**config.mk**
```make
export PLATFORM = sky130hd
export DESIGN_NAME = pfc_host
export DESIGN_NICKNAME = d
export VERILOG_FILES = /design/src/core/pfc_pkg.sv /design/src/core/pfc_host.sv
export SDC_FILE = /design/constraint.sdc
export NUM_CORES = 1
export LEC_CHECK = 0
export ABC_AREA = 1
export BUFFER_PORTS_ARGS = -buffer_cell sky130_fd_sc_hd__buf_2
export CAP_MARGIN = 10
export CORE_MARGIN = 10
export CORE_UTILIZATION = 50
export CTS_BUF_LIST = sky130_fd_sc_hd__clkbuf_16
export CTS_CLUSTER_DIAMETER = 150
export CTS_CLUSTER_SIZE = 20
export DETAILED_ROUTE_END_ITERATION = 12
export HOLD_SLACK_MARGIN = 0.1
export PLACE_DENSITY_LB_ADDON = 0.1
export SLEW_MARGIN = 20
export SYNTH_ARGS = -nofsm -noshare
export SYNTH_HDL_FRONTEND = slang
export SYNTH_SLANG_ARGS = --single-unit
```
**constraint.sdc**
```tcl
create_clock -name clk -period 3.58 [get_ports clk]
set_clock_uncertainty 0.2 [all_clocks]
set_input_delay 0.358 -clock clk [delete_from_list [all_inputs] [get_ports clk]]
set_output_delay 0.358 -clock clk [all_outputs]
set_load 0.05 [all_outputs]
```
**src/core/pfc_pkg.sv**
```systemverilog
// Behaviour
// - program is three unlock writes then address and data write.
// - host only polls status while an internal operation runs.
// - sector erase is six writes, last carries 30h and sector address.
// - chip erase is six writes ending 10h at 5555h; all ones.
// - on apparent completion host re-reads twice; both valid means done.
// - unlock writes aah@5555h, 55h@2aaah, then command at 5555h.
package pfc_pkg;
    localparam int ADDR_W = 19;
    localparam logic [18:0] ADDR_UNLOCK1 = 19'h05555;
    localparam logic [18:0] ADDR_UNLOCK2 = 19'h02aaa;
    localparam logic [7:0] DATA_UNLOCK1 = 8'haa;
    localparam logic [7:0] DATA_UNLOCK2 = 8'h55;
    localparam logic [7:0] CMD_PROGRAM = 8'ha0;
    localparam logic [7:0] CMD_ERASE_SETUP = 8'h80;
    localparam logic [7:0] CMD_SECTOR_ERASE = 8'h30;
    localparam logic [7:0] CMD_CHIP_ERASE = 8'h10;
    localparam int SECTOR_LSB = 12;
    localparam int CLK_PERIOD_NS = 5;
    // write pulse and read access phase lengths
    localparam int STROBE_NS = 40;
    localparam int ACCESS_NS = 75;
    localparam int STROBE_CYC = (STROBE_NS + CLK_PERIOD_NS - 1) / CLK_PERIOD_NS;
    localparam int ACCESS_CYC = (ACCESS_NS + CLK_PERIOD_NS - 1) / CLK_PERIOD_NS;
    localparam int PROG_MAX_US = 20;
    localparam int PROG_MAX_CYC = PROG_MAX_US * 1000 / CLK_PERIOD_NS;
    // wide enough for the default poll limit of forty million
    localparam int CNT_W = 26;
    localparam logic [CNT_W-1:0] CNT_ZERO = 26'h0000000;

    typedef enum logic [1:0] {
        PFC_OP_PROGRAM,
        PFC_OP_SECTOR_ERASE,
        PFC_OP_CHIP_ERASE,
        PFC_OP_READ
    } pfc_op_t;

    typedef struct packed {
        logic ce_n;
        logic oe_n;
        logic we_n;
        logic [18:0] addr;
        logic [7:0] dout;
        logic dout_en;
    } pfc_pins_t;

    typedef struct packed {
        logic valid;
        pfc_op_t op;
        logic [18:0] addr;
        logic [7:0] data;
    } pfc_req_t;

    typedef struct packed {
        logic done;
        logic error;
        logic [7:0] rdata;
    } pfc_rsp_t;
endpackage

```
**src/core/pfc_host.sv**
```systemverilog
`timescale 1ns/1ps
module pfc_host #(
    parameter int POLL_LIMIT = 200000000 / 5
) (
    input wire logic clk,
    input wire logic sys_rst,
    input wire pfc_pkg::pfc_req_t req,
    output logic req_ready,
    output pfc_pkg::pfc_rsp_t rsp,
    output pfc_pkg::pfc_pins_t pins,
    input wire logic [7:0] data_bus_in
);
    typedef enum logic [2:0] {
        PFC_IDLE, PFC_SETUP, PFC_STROBE, PFC_GAP, PFC_READ, PFC_EVAL,
        PFC_DONE
    } pfc_state_t;

    typedef struct packed {
        pfc_state_t st;
        pfc_pkg::pfc_op_t op;
        logic [18:0] addr;
        logic [7:0] data;
        logic [2:0] step;
        logic [2:0] nsteps;
        logic [pfc_pkg::CNT_W-1:0] cnt;
        logic [pfc_pkg::CNT_W-1:0] wait_cnt;
        logic polling;
        logic [7:0] prev;
        logic have_prev;
        logic [1:0] confirm;
        logic ready;
        pfc_pkg::pfc_rsp_t rsp;
        pfc_pkg::pfc_pins_t pins;
    } pfc_host_state_t;

    pfc_host_state_t s_reg;
    pfc_host_state_t s_next;

    logic [18:0] cyc_addr;
    logic [7:0] cyc_data;
    logic toggling;
    logic bit7_ok;

    ////////////////////////////////////////////////////////////////////////
    // sequence table: unlock pairs then the command cycle
    always_comb begin
        cyc_addr = pfc_pkg::ADDR_UNLOCK1;
        cyc_data = pfc_pkg::DATA_UNLOCK1;
        unique case (s_reg.step)
            3'h0: begin
                cyc_addr = pfc_pkg::ADDR_UNLOCK1;
                cyc_data = pfc_pkg::DATA_UNLOCK1;
            end
            3'h3: begin
                // program ends here; erases repeat the first unlock
                if (s_reg.op == pfc_pkg::PFC_OP_PROGRAM) begin
                    cyc_addr = s_reg.addr;
                    cyc_data = s_reg.data;
                end else begin
                    cyc_addr = pfc_pkg::ADDR_UNLOCK1;
                    cyc_data = pfc_pkg::DATA_UNLOCK1;
                end
            end
            3'h1, 3'h4: begin
                cyc_addr = pfc_pkg::ADDR_UNLOCK2;
                cyc_data = pfc_pkg::DATA_UNLOCK2;
            end
            3'h2: begin
                cyc_addr = pfc_pkg::ADDR_UNLOCK1;
                cyc_data = (s_reg.op == pfc_pkg::PFC_OP_PROGRAM) ?
                    pfc_pkg::CMD_PROGRAM : pfc_pkg::CMD_ERASE_SETUP;
            end
            default: begin
                if (s_reg.op == pfc_pkg::PFC_OP_SECTOR_ERASE) begin
                    // low bits zero; only the sector field matters
                    cyc_addr = {s_reg.addr[18:pfc_pkg::SECTOR_LSB],
                        12'h000};
                    cyc_data = pfc_pkg::CMD_SECTOR_ERASE;
                end else begin
                    cyc_addr = pfc_pkg::ADDR_UNLOCK1;
                    cyc_data = pfc_pkg::CMD_CHIP_ERASE;
                end
            end
        endcase
    end

    // bit 6 moving between two reads means still busy
    assign toggling = (data_bus_in[6] ^ s_reg.prev[6]) & s_reg.have_prev;
    // program expects true bit 7, erase expects one
    assign bit7_ok = (s_reg.op == pfc_pkg::PFC_OP_PROGRAM) ?
        (data_bus_in[7] == s_reg.data[7]) : data_bus_in[7];

    ////////////////////////////////////////////////////////////////////////
    always_comb begin
        s_next = s_reg;
        s_next.rsp.done = 1'b0;
        s_next.rsp.error = 1'b0;
        unique case (s_reg.st)
            PFC_IDLE: begin
                s_next.ready = 1'b1;
                if (req.valid && s_reg.ready) begin
                    s_next.ready = 1'b0;
                    s_next.op = req.op;
                    s_next.addr = req.addr;
                    s_next.data = req.data;
                    s_next.step = 3'h0;
                    s_next.have_prev = 1'b0;
                    s_next.confirm = 2'h0;
                    s_next.wait_cnt = pfc_pkg::CNT_ZERO;
                    s_next.polling = (req.op != pfc_pkg::PFC_OP_READ);
                    s_next.nsteps = (req.op == pfc_pkg::PFC_OP_PROGRAM) ?
                        3'h3 : 3'h5;
                    s_next.st = (req.op == pfc_pkg::PFC_OP_READ) ?
                        PFC_READ : PFC_SETUP;
                    s_next.cnt = pfc_pkg::CNT_ZERO;
                end
            end
            PFC_SETUP: begin
                // address settles with select low before the strobe falls
                s_next.pins.ce_n = 1'b0;
                s_next.pins.oe_n = 1'b1;
                s_next.pins.addr = cyc_addr;
                s_next.pins.dout = cyc_data;
                s_next.pins.dout_en = 1'b1;
                s_next.pins.we_n = 1'b1;
                s_next.cnt = pfc_pkg::CNT_ZERO;
                s_next.st = PFC_STROBE;
            end
            PFC_STROBE: begin
                // strobe falls one cycle after select and address settle
                s_next.pins.we_n = 1'b0;
                s_next.cnt = s_reg.cnt + 1'b1;
                if (s_reg.cnt == pfc_pkg::CNT_W'(pfc_pkg::STROBE_CYC)) begin
                    // data held past the rising edge, released in gap
                    s_next.pins.we_n = 1'b1;
                    s_next.cnt = pfc_pkg::CNT_ZERO;
                    s_next.st = PFC_GAP;
                end
            end
            PFC_GAP: begin
                s_next.pins.dout_en = 1'b0;
                s_next.pins.ce_n = 1'b1;
                if (s_reg.step == s_reg.nsteps) begin
                    s_next.st = PFC_READ;
                end else begin
                    s_next.step = s_reg.step + 3'h1;
                    s_next.st = PFC_SETUP;
                end
            end
            PFC_READ: begin
                // drive only reads while busy: bus floated by us
                s_next.pins.dout_en = 1'b0;
                s_next.pins.ce_n = 1'b0;
                s_next.pins.oe_n = 1'b0;
                s_next.pins.we_n = 1'b1;
                s_next.pins.addr = s_reg.addr;
                s_next.cnt = s_reg.cnt + 1'b1;
                if (s_reg.cnt == pfc_pkg::CNT_W'(pfc_pkg::ACCESS_CYC)) begin
                    s_next.cnt = pfc_pkg::CNT_ZERO;
                    s_next.st = PFC_EVAL;
                end
            end
            PFC_EVAL: begin
                s_next.pins.oe_n = 1'b1;
                s_next.pins.ce_n = 1'b1;
                s_next.prev = data_bus_in;
                s_next.have_prev = 1'b1;
                s_next.wait_cnt = s_reg.wait_cnt + 1'b1;
                s_next.st = PFC_READ;
                if (!s_reg.polling) begin
                    s_next.rsp.rdata = data_bus_in;
                    s_next.st = PFC_DONE;
                end else if (s_reg.have_prev && !toggling && bit7_ok) begin
                    // completion taken only after two clean re-reads
                    s_next.confirm = s_reg.confirm + 2'h1;
                    if (s_reg.confirm == 2'h2) begin
                        s_next.rsp.rdata = data_bus_in;
                        s_next.st = PFC_DONE;
                    end
                end else begin
                    s_next.confirm = 2'h0;
                    if (s_reg.wait_cnt >=
                            pfc_pkg::CNT_W'(POLL_LIMIT)) begin
                        s_next.rsp.error = 1'b1;
                        s_next.rsp.done = 1'b1;
                        s_next.st = PFC_IDLE;
                    end
                end
            end
            PFC_DONE: begin
                // flash back in read mode, next command may follow
                s_next.rsp.done = 1'b1;
                s_next.st = PFC_IDLE;
            end
            default: s_next.st = PFC_IDLE;
        endcase
    end

    always_ff @(posedge clk) begin
        if (sys_rst) begin
            s_reg <= '0;
            s_reg.st <= PFC_IDLE;
            s_reg.pins.ce_n <= 1'b1;
            s_reg.pins.oe_n <= 1'b1;
            s_reg.pins.we_n <= 1'b1;
        end else begin
            s_reg <= s_next;
        end
    end

    assign req_ready = s_reg.ready;
    assign rsp = s_reg.rsp;
    assign pins = s_reg.pins;

    ////////////////////////////////////////////////////////////////////////
    a_no_drive_on_read: assert property (
        @(posedge clk) disable iff (sys_rst)
        !(pins.dout_en && !pins.oe_n))
        else $error("host drives data bus while output gate low");
    a_strobe_needs_sel: assert property (
        @(posedge clk) disable iff (sys_rst)
        !pins.we_n |-> !pins.ce_n && pins.oe_n)
        else $error("write strobe without select");
    a_addr_before_strobe: assert property (
        @(posedge clk) disable iff (sys_rst)
        $fell(pins.we_n) |-> !$past(pins.ce_n) && $stable(pins.addr))
        else $error("address or select not settled before strobe");
    a_data_held_edge: assert property (
        @(posedge clk) disable iff (sys_rst)
        $rose(pins.we_n) |-> pins.dout_en)
        else $error("data released before strobe rise");
    a_done_one_cycle: assert property (
        @(posedge clk) disable iff (sys_rst)
        rsp.done |=> !rsp.done)
        else $error("done longer than one cycle");
    a_confirm_twice: assert property (
        @(posedge clk) disable iff (sys_rst)
        (s_reg.st == PFC_DONE && s_reg.polling) |-> s_reg.confirm == 2'h3)
        else $error("completion without two re-reads");
    a_unlock_first: assert property (
        @(posedge clk) disable iff (sys_rst)
        (s_reg.st == PFC_SETUP && s_reg.step == 3'h0) |=>
        pins.addr[14:0] == 15'h5555 && pins.dout == 8'haa)
        else $error("first unlock cycle wrong");
    a_prog_target: assert property (
        @(posedge clk) disable iff (sys_rst)
        (s_reg.st == PFC_SETUP && s_reg.step == 3'h3 &&
        s_reg.op == pfc_pkg::PFC_OP_PROGRAM) |=>
        pins.addr == s_reg.addr && pins.dout == s_reg.data)
        else $error("program target cycle wrong");
endmodule

```
After elaboration in Yosys (flattened, before gate mapping)
Cells that the tools add are included.

Bits in registers: 143. Word-level logic and storage cells: 128.

$add $sub $neg: 4. Order comparisons: 1. Eq/ne operators: 25. Multiplexer cells: 42. Bitwise operators: 4. Reduce and logical (&&, ||, !) cells: 30.

Operator list (number): 26-bit case mux with 4 select lines (1); 91-bit two-way mux (1); 19-bit case mux with 3 select lines (1); 26-bit by 1-bit adder with 26-bit output, second input constant (2); 26-bit by 4-bit equality test with 1-bit output, second input constant (2); 26-bit two-way mux (2); 26-bit case mux with 2 select lines (1); 19-bit two-way mux (2); 19-bit case mux with 2 select lines (1); 8-bit two-way mux (4); 8-bit case mux with 4 select lines (1); 3-bit two-way mux (9); 26-bit greater-or-equal comparator, second input constant (1); 3-bit case mux with 6 select lines (1); 2-bit nonzero test (7); 3-bit by 2-bit equality test with 1-bit output, second input constant (4); 3-bit equality test, second input constant (4); 2-bit two-way mux (6); 6-bit two-way mux (2); 2-bit != test, second input constant (6); 3-bit case mux with 2 select lines (2); 3-bit AND reduction (4); 2-bit OR reduction (6); 1-bit case mux with 2 select lines (5); other kinds (20) (31).

Logic depth before layout (Yosys ltp)
Gate-level depths: netlist of the first run.

Word-level depth: 8. Depth in mapped cells: 12. Mapped depth without buffers: 11.

Least setup slack after synthesis of the first run
No wires, ideal clock.

Kind: reg2reg. Start point: register s_reg (netlist bit req_ready). End point: register s_reg[99] (netlist bit). Data arrival time: 1560 ps. Required time: 3263 ps. Path slack: 1703 ps. Cell stages (with the launch flop): 9. Cells stage by stage: dfxtp_1 -> nand2_1 -> nand3_1 -> inv_1 -> nor2_1 -> nand3_1 -> nand2_2 -> buf_4 -> nor2_1.

Word-level cells in the longest chain between the ends: 3.

Ends and longest elaborated chain: from (decl) (RTL line pfc_host.sv:36) `pfc_host_state_t s_reg;`; from (signal assigned) (RTL line pfc_host.sv:207) `s_reg <= s_next;`; 1-bit logical AND (RTL line pfc_host.sv:101) `if (req.valid && s_reg.ready) begin`; 2-bit != test (no line); 2-bit AND reduction (no line).

Every way passes these cells. A chain may end at the register's enable or synchronous reset.

Final worst setup path of the first run
Start point: register s_reg[141] (netlist bit). End point: register, netlist name pins[25].

Word-level cells in the longest chain between the ends: 2. Elaborated cells on any way between the ends: 4.

Ends and longest elaborated chain: 3-bit equality test or 3-bit by 1-bit equality test with 1-bit output (tied branches) (RTL line pfc_host.sv:98) `unique case (s_reg.st)`; 19-bit case mux with 2 select lines or 2-bit nonzero test (tied branches).

Several ways; a longest one is shown, not always the timed one.

==> impl_table.tex, run 1 <==
\begin{tabular}{lr}
\hline
Metric & Value \\
\hline
\multicolumn{2}{l}{\textbf{Floorplan}} \\
\quad Height of the chip & 138 um \\
\quad Starting density of the core & 50.7\% \\
\quad Placeable Area & 13,800 um\^{}2 \\
\quad Number of top-level design ports & 82 \\
\quad Num rows & 43 \\
\quad Floorplan die width & 138 um \\
\quad Overall die area & 19,100 um\^{}2 \\
\multicolumn{2}{l}{\textbf{Logic synthesis}} \\
\quad Post-synthesis async set-or-reset flop share & 0\% \\
\quad Count of unique library cells instantiated by Yosys & 37 \\
\quad Post-Synthesis Net Count & 1,112 \\
\quad Synthesized netlist cell count & 1,062 \\
\quad Synth area leader & dfxtp\_1 \\
\quad Count of yosys warnings during synthesis & 0 \\
\quad Fraction of synthesized cell area taken by the top area cell type & 39.1\% \\
\quad Proportion of synthesized chip area in sequential cells & 39.1\% \\
\quad Post-synth design cell area & 7010 um\^{}2 \\
\quad Leading post-synthesis cells by cell area & dfxtp\_1 (39\%), nand2\_1 (15\%), nor2\_1 (7.7\%), a21oi\_1 (6.5\%), inv\_1 (5.8\%) \\
\quad Post-synth EDFFs & 0 \\
\quad Register bit count reported by yosys & 137 \\
\quad Flip-flop cell with the highest count after synthesis & dfxtp\_1 \\
\quad Average size of a mapped cell & 6.60 um\^{}2 \\
\multicolumn{2}{l}{\textbf{Setup path}} \\
\quad Startpoint of the most critical register-to-register path & s\_reg[141]\$\_SDFFE\_PP0P\_ \\
\quad Arrival time at the worst endpoint & 2460 ps \\
\quad Highest fanout seen on the critical path & 17 \\
\quad Type of element capturing the critical path & flip-flop \\
\quad Number of cell instances on the worst register-to-register path & 7 \\
\quad Worst Path Class, Setup & flip-flop to flip-flop \\
\quad Startpoint class of the critical path & flip-flop \\
\quad Register-to-register path setup slack & 1260 ps \\
\quad Reg-to-reg endpoint & pins[25]\$\_SDFFE\_PP0P\_ \\
\quad Required time reported for the critical path endpoint & 3720 ps \\
\multicolumn{2}{l}{\textbf{Final layout}} \\
\quad Most common cell after layout, fill and taps aside & nand2\_1 \\
\quad Area of combinational cells with multiple inputs & 3370 um\^{}2 \\
\quad Sequential standard cell area & 2740 um\^{}2 \\
\quad Share of post-route cells with drive strength above 1 & 11.5\% \\
\quad Synth-to-layout area growth & 17.1\% \\
\quad Number of inserted diodes & 0 \\
\quad Most frequent cells in the layout & nand2\_1 (283), nor2\_1 (143), dfxtp\_1 (137) \\
\quad Number of inserted filler cells in the final layout & 1,331 \\
\quad Max reg flops & 95 \\
\quad Number of nets in the layout & 1,181 \\
\multicolumn{2}{l}{\textbf{Route}} \\
\quad Count of antenna-violating nets left after detailed routing & 0 \\
\quad Post-detailed-route wirelength per cell & 13.5 um \\
\quad WL final & 17,900 um \\
\quad Initial DRC Count & 432 \\
\quad Number of optimization iterations in the first detailed-route pass & 5 \\
\quad Number of remaining DRC errors & 0 \\
\quad Routed vias/inst & 5.02 \\
\quad Vias after detailed routing & 6,643 \\
\multicolumn{2}{l}{\textbf{STA}} \\
\quad Transition time of the tightest slew-check pin & 595 ps \\
\quad \# setup viols final & 0 \\
\quad Final Cycle Share & 64.8\% \\
\quad Min Hold Slack & 165 ps \\
\quad Max-Slew Margin vs Limit & 60.2\% \\
\quad Period minus WS final & 2320 ps \\
\quad Slew Limit Fails & 0 \\
\quad Setup repair after global routing missed its margin & no \\
\quad Final hold violation count & 0 \\
\quad Upper clock frequency limit & 431 MHz \\
\quad Sum Neg Setup Slack & 0 ps \\
\multicolumn{2}{l}{\textbf{Min path}} \\
\quad Beginning of the worst hold path & sys\_rst \\
\quad Tightest Hold Check Type & primary input to flip-flop \\
\quad Worst hold path endpoint & pins[29]\$\_SDFFE\_PP1P\_ \\
\quad Hold Path Stages & 3 \\
\multicolumn{2}{l}{\textbf{Power and ir drop}} \\
\quad Reg power frac & 42.3\% \\
\quad Worst IR drop on VDD & 0.420 mV \\
\quad Switching Fraction & 26.5\% \\
\quad Leakage Power & 0.00342 uW \\
\quad Combinational group share of total power & 10.6\% \\
\quad Proportion of power drawn by the clock network & 47.0\% \\
\quad Power density over cell area & 465 nW/um\^{}2 \\
\quad Internal power contribution & 2800 uW \\
\quad Sw Pwr & 1010 uW \\
\multicolumn{2}{l}{\textbf{Clocking}} \\
\quad Number of resized instances in the post-cts repair step & 0 \\
\quad TritonCTS buffer count & 17 \\
\quad Buffer count from post-CTS setup fixing & 0 \\
\quad Total number of H-tree levels & 4 \\
\quad Number of buffers on the longest clock path & 2 \\
\quad CTS tree & done \\
\quad Clock edge transition at the registers on the reported setup and hold paths & 60 ps \\
\quad Clock Sinks & 137 \\
\quad Cell chosen for the clock root & clkbuf\_16 \\
\quad Hold buffer count at CTS & 37 \\
\quad Clock latency reported for the late side of the worst-skew pair & 420 ps \\
\multicolumn{2}{l}{\textbf{Run status}} \\
\quad Status & complete, no violations \\
\multicolumn{2}{l}{\textbf{GRT}} \\
\quad Total grt overflow & 0 \\
\quad Largest net degree at the start of global routing & 50 \\
\quad Global-route usage over all layers & 18.1\% \\
\quad Number of global-route vias before repair & 6,235 \\
\quad Initial antenna violation count & 0 \\
\quad Global-route wire length before repair & 29,700 um \\
\multicolumn{2}{l}{\textbf{Placed design}} \\
\quad GP Congestion & 0.853 \\
\quad IO buf count & 81 \\
\quad Detailed placement HPWL & 12,500 um \\
\multicolumn{2}{l}{\textbf{Run}} \\
\quad Number of max-capacitance violations reported & 0 \\
\hline
\end{tabular}
-- cell type report --
class	count	share of cell area (%)
Clock buffer	17	5.19
Clock inverter	15	2.15
Inverter	113	5.17
Multi-Input combinational cell	735	41.0
Sequential cell	137	33.4
Tap cell	180	2.75
Timing Repair Buffer	127	10.3
-- Yosys cell counts, types with 3 or more instances --
cell type and number:
buf_2 16, xor2_1 7, nor2_1 144, o211ai_1 5
dfxtp_1 137, nand3_1 66, o21bai_1 3, clkbuf_1 15
a31oi_1 3, nor3_1 9, o21ai_0 74, inv_1 109
nand4_1 14, a211oi_1 4, buf_4 44, xnor2_1 3
a21oi_1 91, ha_1 10, nand2_1 283
-- layer usage --
layer	vias to the layer above	global-route usage [%]	share of wire, %
li1	3504	-	-
met2	104	30.7	49
met1	3023	22.5	47
met5	-	0	0
met4	0	4.44	0.89
met3	12	4.28	3.8
-- worst max-delay path, stage by stage (launching register included) --
cell and delay [ps]:
dfxtp_1 350, nor2_1 280, nand2_1 330, nand2_1 530, inv_1 140, nor2_1 110, nand2_1 110, o21ai_0 180
-- logic make-up after synthesis --
| logic type | count (synthesis) | synth area share, % |
|---|---|---|
| AO/OA/AOI/OAI | 189 | 14.3 |
| AND/OR/NAND/NOR | 526 | 30.6 |
| adder cells (fa/ha/maj) | 10 | 1.79 |
| flip-flops | 137 | 39.1 |
| XOR/XNOR | 10 | 1.25 |
| buffers and inverters | 190 | 12.9 |
-- power groups by stage --
stage / Sequential, uW / Clock (uW) / Combinational, uW
2_1_floorplan: 1640 / 0 / 296
3_3_place_gp: 1650 / 0 / 372
4_1_cts: 1610 / 1820 / 408
3_5_place_dp: 1650 / 0 / 375
5_1_grt: 1620 / 1880 / 447
6_report: 1610 / 1790 / 406
-- how the worst max path moves through the flow --
stage | startpoint | endpoint | cells past startpoint
floorplan | req_ready$_SDFFE_PP0N_ | s_reg[99]$_SDFFE_PP0P_ | 8
global placement | s_reg[141]$_SDFFE_PP0P_ | s_reg[104]$_SDFFE_PP0P_ | 7
detailed placement | s_reg[141]$_SDFFE_PP0P_ | pins[27]$_SDFFE_PP0P_ | 7
CTS | s_reg[141]$_SDFFE_PP0P_ | pins[25]$_SDFFE_PP0P_ | 7
global route | s_reg[141]$_SDFFE_PP0P_ | pins[25]$_SDFFE_PP0P_ | 7
finish | s_reg[141]$_SDFFE_PP0P_ | pins[25]$_SDFFE_PP0P_ | 7
-- metrics by stage --
stage	instance area, um^2	std cells	util (%)	total power [uW]	setup WS (ps)
final	8200	1324	59.3	3810	1260
after global routing	8200	1324	59.3	3950	981
after CTS	8200	1324	59.3	3840	1240
after detailed placement	7230	1255	52.3	2020	1340
after global placement	7230	1255	52.3	2020	1390
after floorplan	7010	1062	-	1940	1700
No activity file was read; power rests on OpenSTA's default activity.
==> run 2: changes to the inputs <==
==> constraint.sdc (replaced) <==
create_clock -name clk -period 2.3 [get_ports clk]
set_clock_uncertainty 0.2 [all_clocks]
set_input_delay 0.23 -clock clk [delete_from_list [all_inputs] [get_ports clk]]
set_output_delay 0.23 -clock clk [all_outputs]
set_load 0.05 [all_outputs]
==> run 2 against run 1 <==
- combinational power rose by 61%
- sequential cell count did not move
- core utilization rose by 0.81 points
- critical path depth up 3
- cell count rose by 0.91%
- highest routed layer unchanged
- non-clock buffer count is 12 higher
- first-iteration DRC count increased by 35%
- design area is 1.4% higher
- clock power is 52% higher
- count of clock-buffer cells in the layout unchanged
- sequential power increased by 56%
- die area stayed put
==> impl_table.tex, run 2 (synthesis gave the netlist of run 1 again) <==
\begin{tabular}{lr}
\hline
Metric & Value \\
\hline
\multicolumn{2}{l}{\textbf{Route}} \\
\quad Routed vias/inst & 5.02 \\
\quad Post-detailed-route wirelength per cell & 13.1 um \\
\quad WL final & 17,500 um \\
\quad Initial DRC Count & 585 \\
\quad Vias after detailed routing & 6,701 \\
\quad Number of optimization iterations in the first detailed-route pass & 6 \\
\quad Count of antenna-violating nets left after detailed routing & 0 \\
\quad Number of remaining DRC errors & 0 \\
\multicolumn{2}{l}{\textbf{Clocking}} \\
\quad Cell chosen for the clock root & clkbuf\_16 \\
\quad Clock latency reported for the late side of the worst-skew pair & 420 ps \\
\quad Clock Sinks & 137 \\
\quad Total number of H-tree levels & 4 \\
\quad CTS tree & done \\
\quad TritonCTS buffer count & 17 \\
\quad Number of buffers on the longest clock path & 2 \\
\quad Buffer count from post-CTS setup fixing & 0 \\
\quad Clock edge transition at the registers on the reported setup and hold paths & 60 ps \\
\multicolumn{2}{l}{\textbf{Placed design}} \\
\quad Pre-CTS setup slack & 71.3 ps \\
\quad IO buf count & 81 \\
\quad Detailed placement HPWL & 12,300 um \\
\quad GP Congestion & 0.884 \\
\multicolumn{2}{l}{\textbf{Setup path}} \\
\quad Start point of the critical path & s\_reg[80]\$\_SDFFE\_PP0P\_ \\
\quad Number of cell instances on the worst register-to-register path & 10 \\
\quad Critical Path Max Stage Delay & 430 ps \\
\quad Reg-to-reg endpoint & s\_reg[105]\$\_SDFFE\_PP0P\_ \\
\quad Startpoint of the most critical register-to-register path & s\_reg[80]\$\_SDFFE\_PP0P\_ \\
\quad Register-to-register path setup slack & 260 ps \\
\quad Arrival time at the worst endpoint & 2150 ps \\
\quad Worst Path Class, Setup & flip-flop to flip-flop \\
\quad Critical path's slowest cell & dfxtp\_1 \\
\quad Highest fanout seen on the critical path & 18 \\
\quad Crit path to & s\_reg[105]\$\_SDFFE\_PP0P\_ \\
\quad Cell repeated most along the worst path & nand2\_1 \\
\quad Type of element capturing the critical path & flip-flop \\
\quad Startpoint class of the critical path & flip-flop \\
\quad Required time reported for the critical path endpoint & 2410 ps \\
\quad List of cells traversed by the critical path & ha\_1 > nand2\_1 > nor2\_4 > nand3\_1 > nor2\_1 > nand2\_1 > nand2\_1 > nand3\_1 > nand2\_4 > nor2\_1 \\
\multicolumn{2}{l}{\textbf{Run}} \\
\quad Number of max-capacitance violations reported & 0 \\
\multicolumn{2}{l}{\textbf{Run status}} \\
\quad Status & complete, no violations \\
\multicolumn{2}{l}{\textbf{Floorplan}} \\
\quad Num rows & 43 \\
\quad Floorplan die width & 138 um \\
\quad Number of top-level design ports & 82 \\
\quad Height of the chip & 138 um \\
\quad Overall die area & 19,100 um\^{}2 \\
\quad Placeable Area & 13,800 um\^{}2 \\
\quad Starting density of the core & 50.7\% \\
\multicolumn{2}{l}{\textbf{STA}} \\
\quad Min Hold Slack & 194 ps \\
\quad Worst setup margin & 261 ps \\
\quad Setup repair after global routing missed its margin & no \\
\quad Max-Slew Margin vs Limit & 60.4\% \\
\quad Final Cycle Share & 88.6\% \\
\quad Sum Neg Setup Slack & 0 ps \\
\quad Upper clock frequency limit & 491 MHz \\
\quad Transition time of the tightest slew-check pin & 592 ps \\
\quad \# setup viols final & 0 \\
\quad Period minus WS final & 2040 ps \\
\quad Final hold violation count & 0 \\
\quad Slew Limit Fails & 0 \\
\multicolumn{2}{l}{\textbf{Final layout}} \\
\quad Number of nets in the layout & 1,193 \\
\quad Synth-to-layout area growth & 18.7\% \\
\quad Max reg flops & 95 \\
\quad Number of inserted diodes & 0 \\
\quad Number of inserted filler cells in the final layout & 1,322 \\
\quad Share of post-route cells with drive strength above 1 & 12.8\% \\
\quad Most common cell after layout, fill and taps aside & nand2\_1 \\
\quad Most frequent cells in the layout & nand2\_1 (283), nor2\_1 (142), dfxtp\_1 (135) \\
\multicolumn{2}{l}{\textbf{Min path}} \\
\quad Tightest Hold Check Type & primary input to flip-flop \\
\multicolumn{2}{l}{\textbf{GRT}} \\
\quad Initial antenna violation count & 0 \\
\quad Number of global-route vias before repair & 6,115 \\
\quad Largest net degree at the start of global routing & 46 \\
\quad Total grt overflow & 0 \\
\quad Global-route wire length before repair & 29,700 um \\
\quad Global-route usage over all layers & 18.2\% \\
\multicolumn{2}{l}{\textbf{Power and ir drop}} \\
\quad Overall power of the completed layout & 5880 uW \\
\quad Worst IR drop on VDD & 0.535 mV \\
\quad Leakage Power & 0.00349 uW \\
\quad Power density over cell area & 707 nW/um\^{}2 \\
\hline
\end{tabular}
==> run 2: worst min path at each step <==
stage                                  from                 endpoint  slack (ps)  depth (start not counted)
floorplan                    data_bus_in[0]      rsp[0]$_SDFFE_PP0P_         160                          2
global placement    s_reg[136]$_SDFFE_PP0P_  s_reg[136]$_SDFFE_PP0P_         230                          2
detailed placement   s_reg[44]$_SDFFE_PP0P_   s_reg[44]$_SDFFE_PP0P_         240                          2
CTS                                 req[29]  s_reg[141]$_SDFFE_PP0P_         180                          5
global route                        req[29]  s_reg[141]$_SDFFE_PP0P_         220                          5
finish                              req[29]  s_reg[141]$_SDFFE_PP0P_         190                          5
==> run 2: where the power goes <==
group | switching (uW) | leakage (uW) | internal (uW) | total [uW]
clock | 1100 | 0.000285 | 1620 | 2720
sequential | 48.0 | 0.00111 | 2460 | 2510
combinational | 443 | 0.00209 | 209 | 653
==> run 2: routing by layer <==
layer / part of all wire (%) / global-route usage, % / up-vias
met3: 4.1 / 3.94 / 25
met1: 48 / 23.3 / 3012
met2: 47 / 29.4 / 134
met4: 1.4 / 6.05 / 0
met5: 0 / 0 / -
li1: - / - / 3530
==> run 2: layout make-up <==
type	instances	area (um^2)	share of cell area (%)
clock buffer	17	425	5.12
clock inverter	15	168	2.02
inverter	113	424	5.10
multi-input combinational	735	3380	40.6
sequential	137	2750	33.0
tap	180	225	2.71
timing repair buffer	139	948	11.4
==> run 2: critical path, delay by kind of cell (launching register included) <==
family / cells / cell delay, ps
and+or+nand+nor: 9 / 1060
DFF: 1 / 430
adders and majority gates: 1 / 240
==> run 2: repair_timing <==
item / 4_1_cts / 5_1_grt
gates resized for setup: 0 / 5
setup endpoints to repair: 0 / 24
hold endpoints to repair: 45 / 0
hold buffers: 38 / 0
==> run 2: stage by stage <==
| stage | util (%) | instances | area (um^2) |
|---|---|---|---|
| floorplan | - | 1062 | 7010 |
| CTS | 60.0 | 1336 | 8300 |
| global route | 60.1 | 1336 | 8320 |
| detailed placement | 53.0 | 1266 | 7330 |
| finish | 60.1 | 1336 | 8320 |
| global placement | 53.0 | 1266 | 7330 |
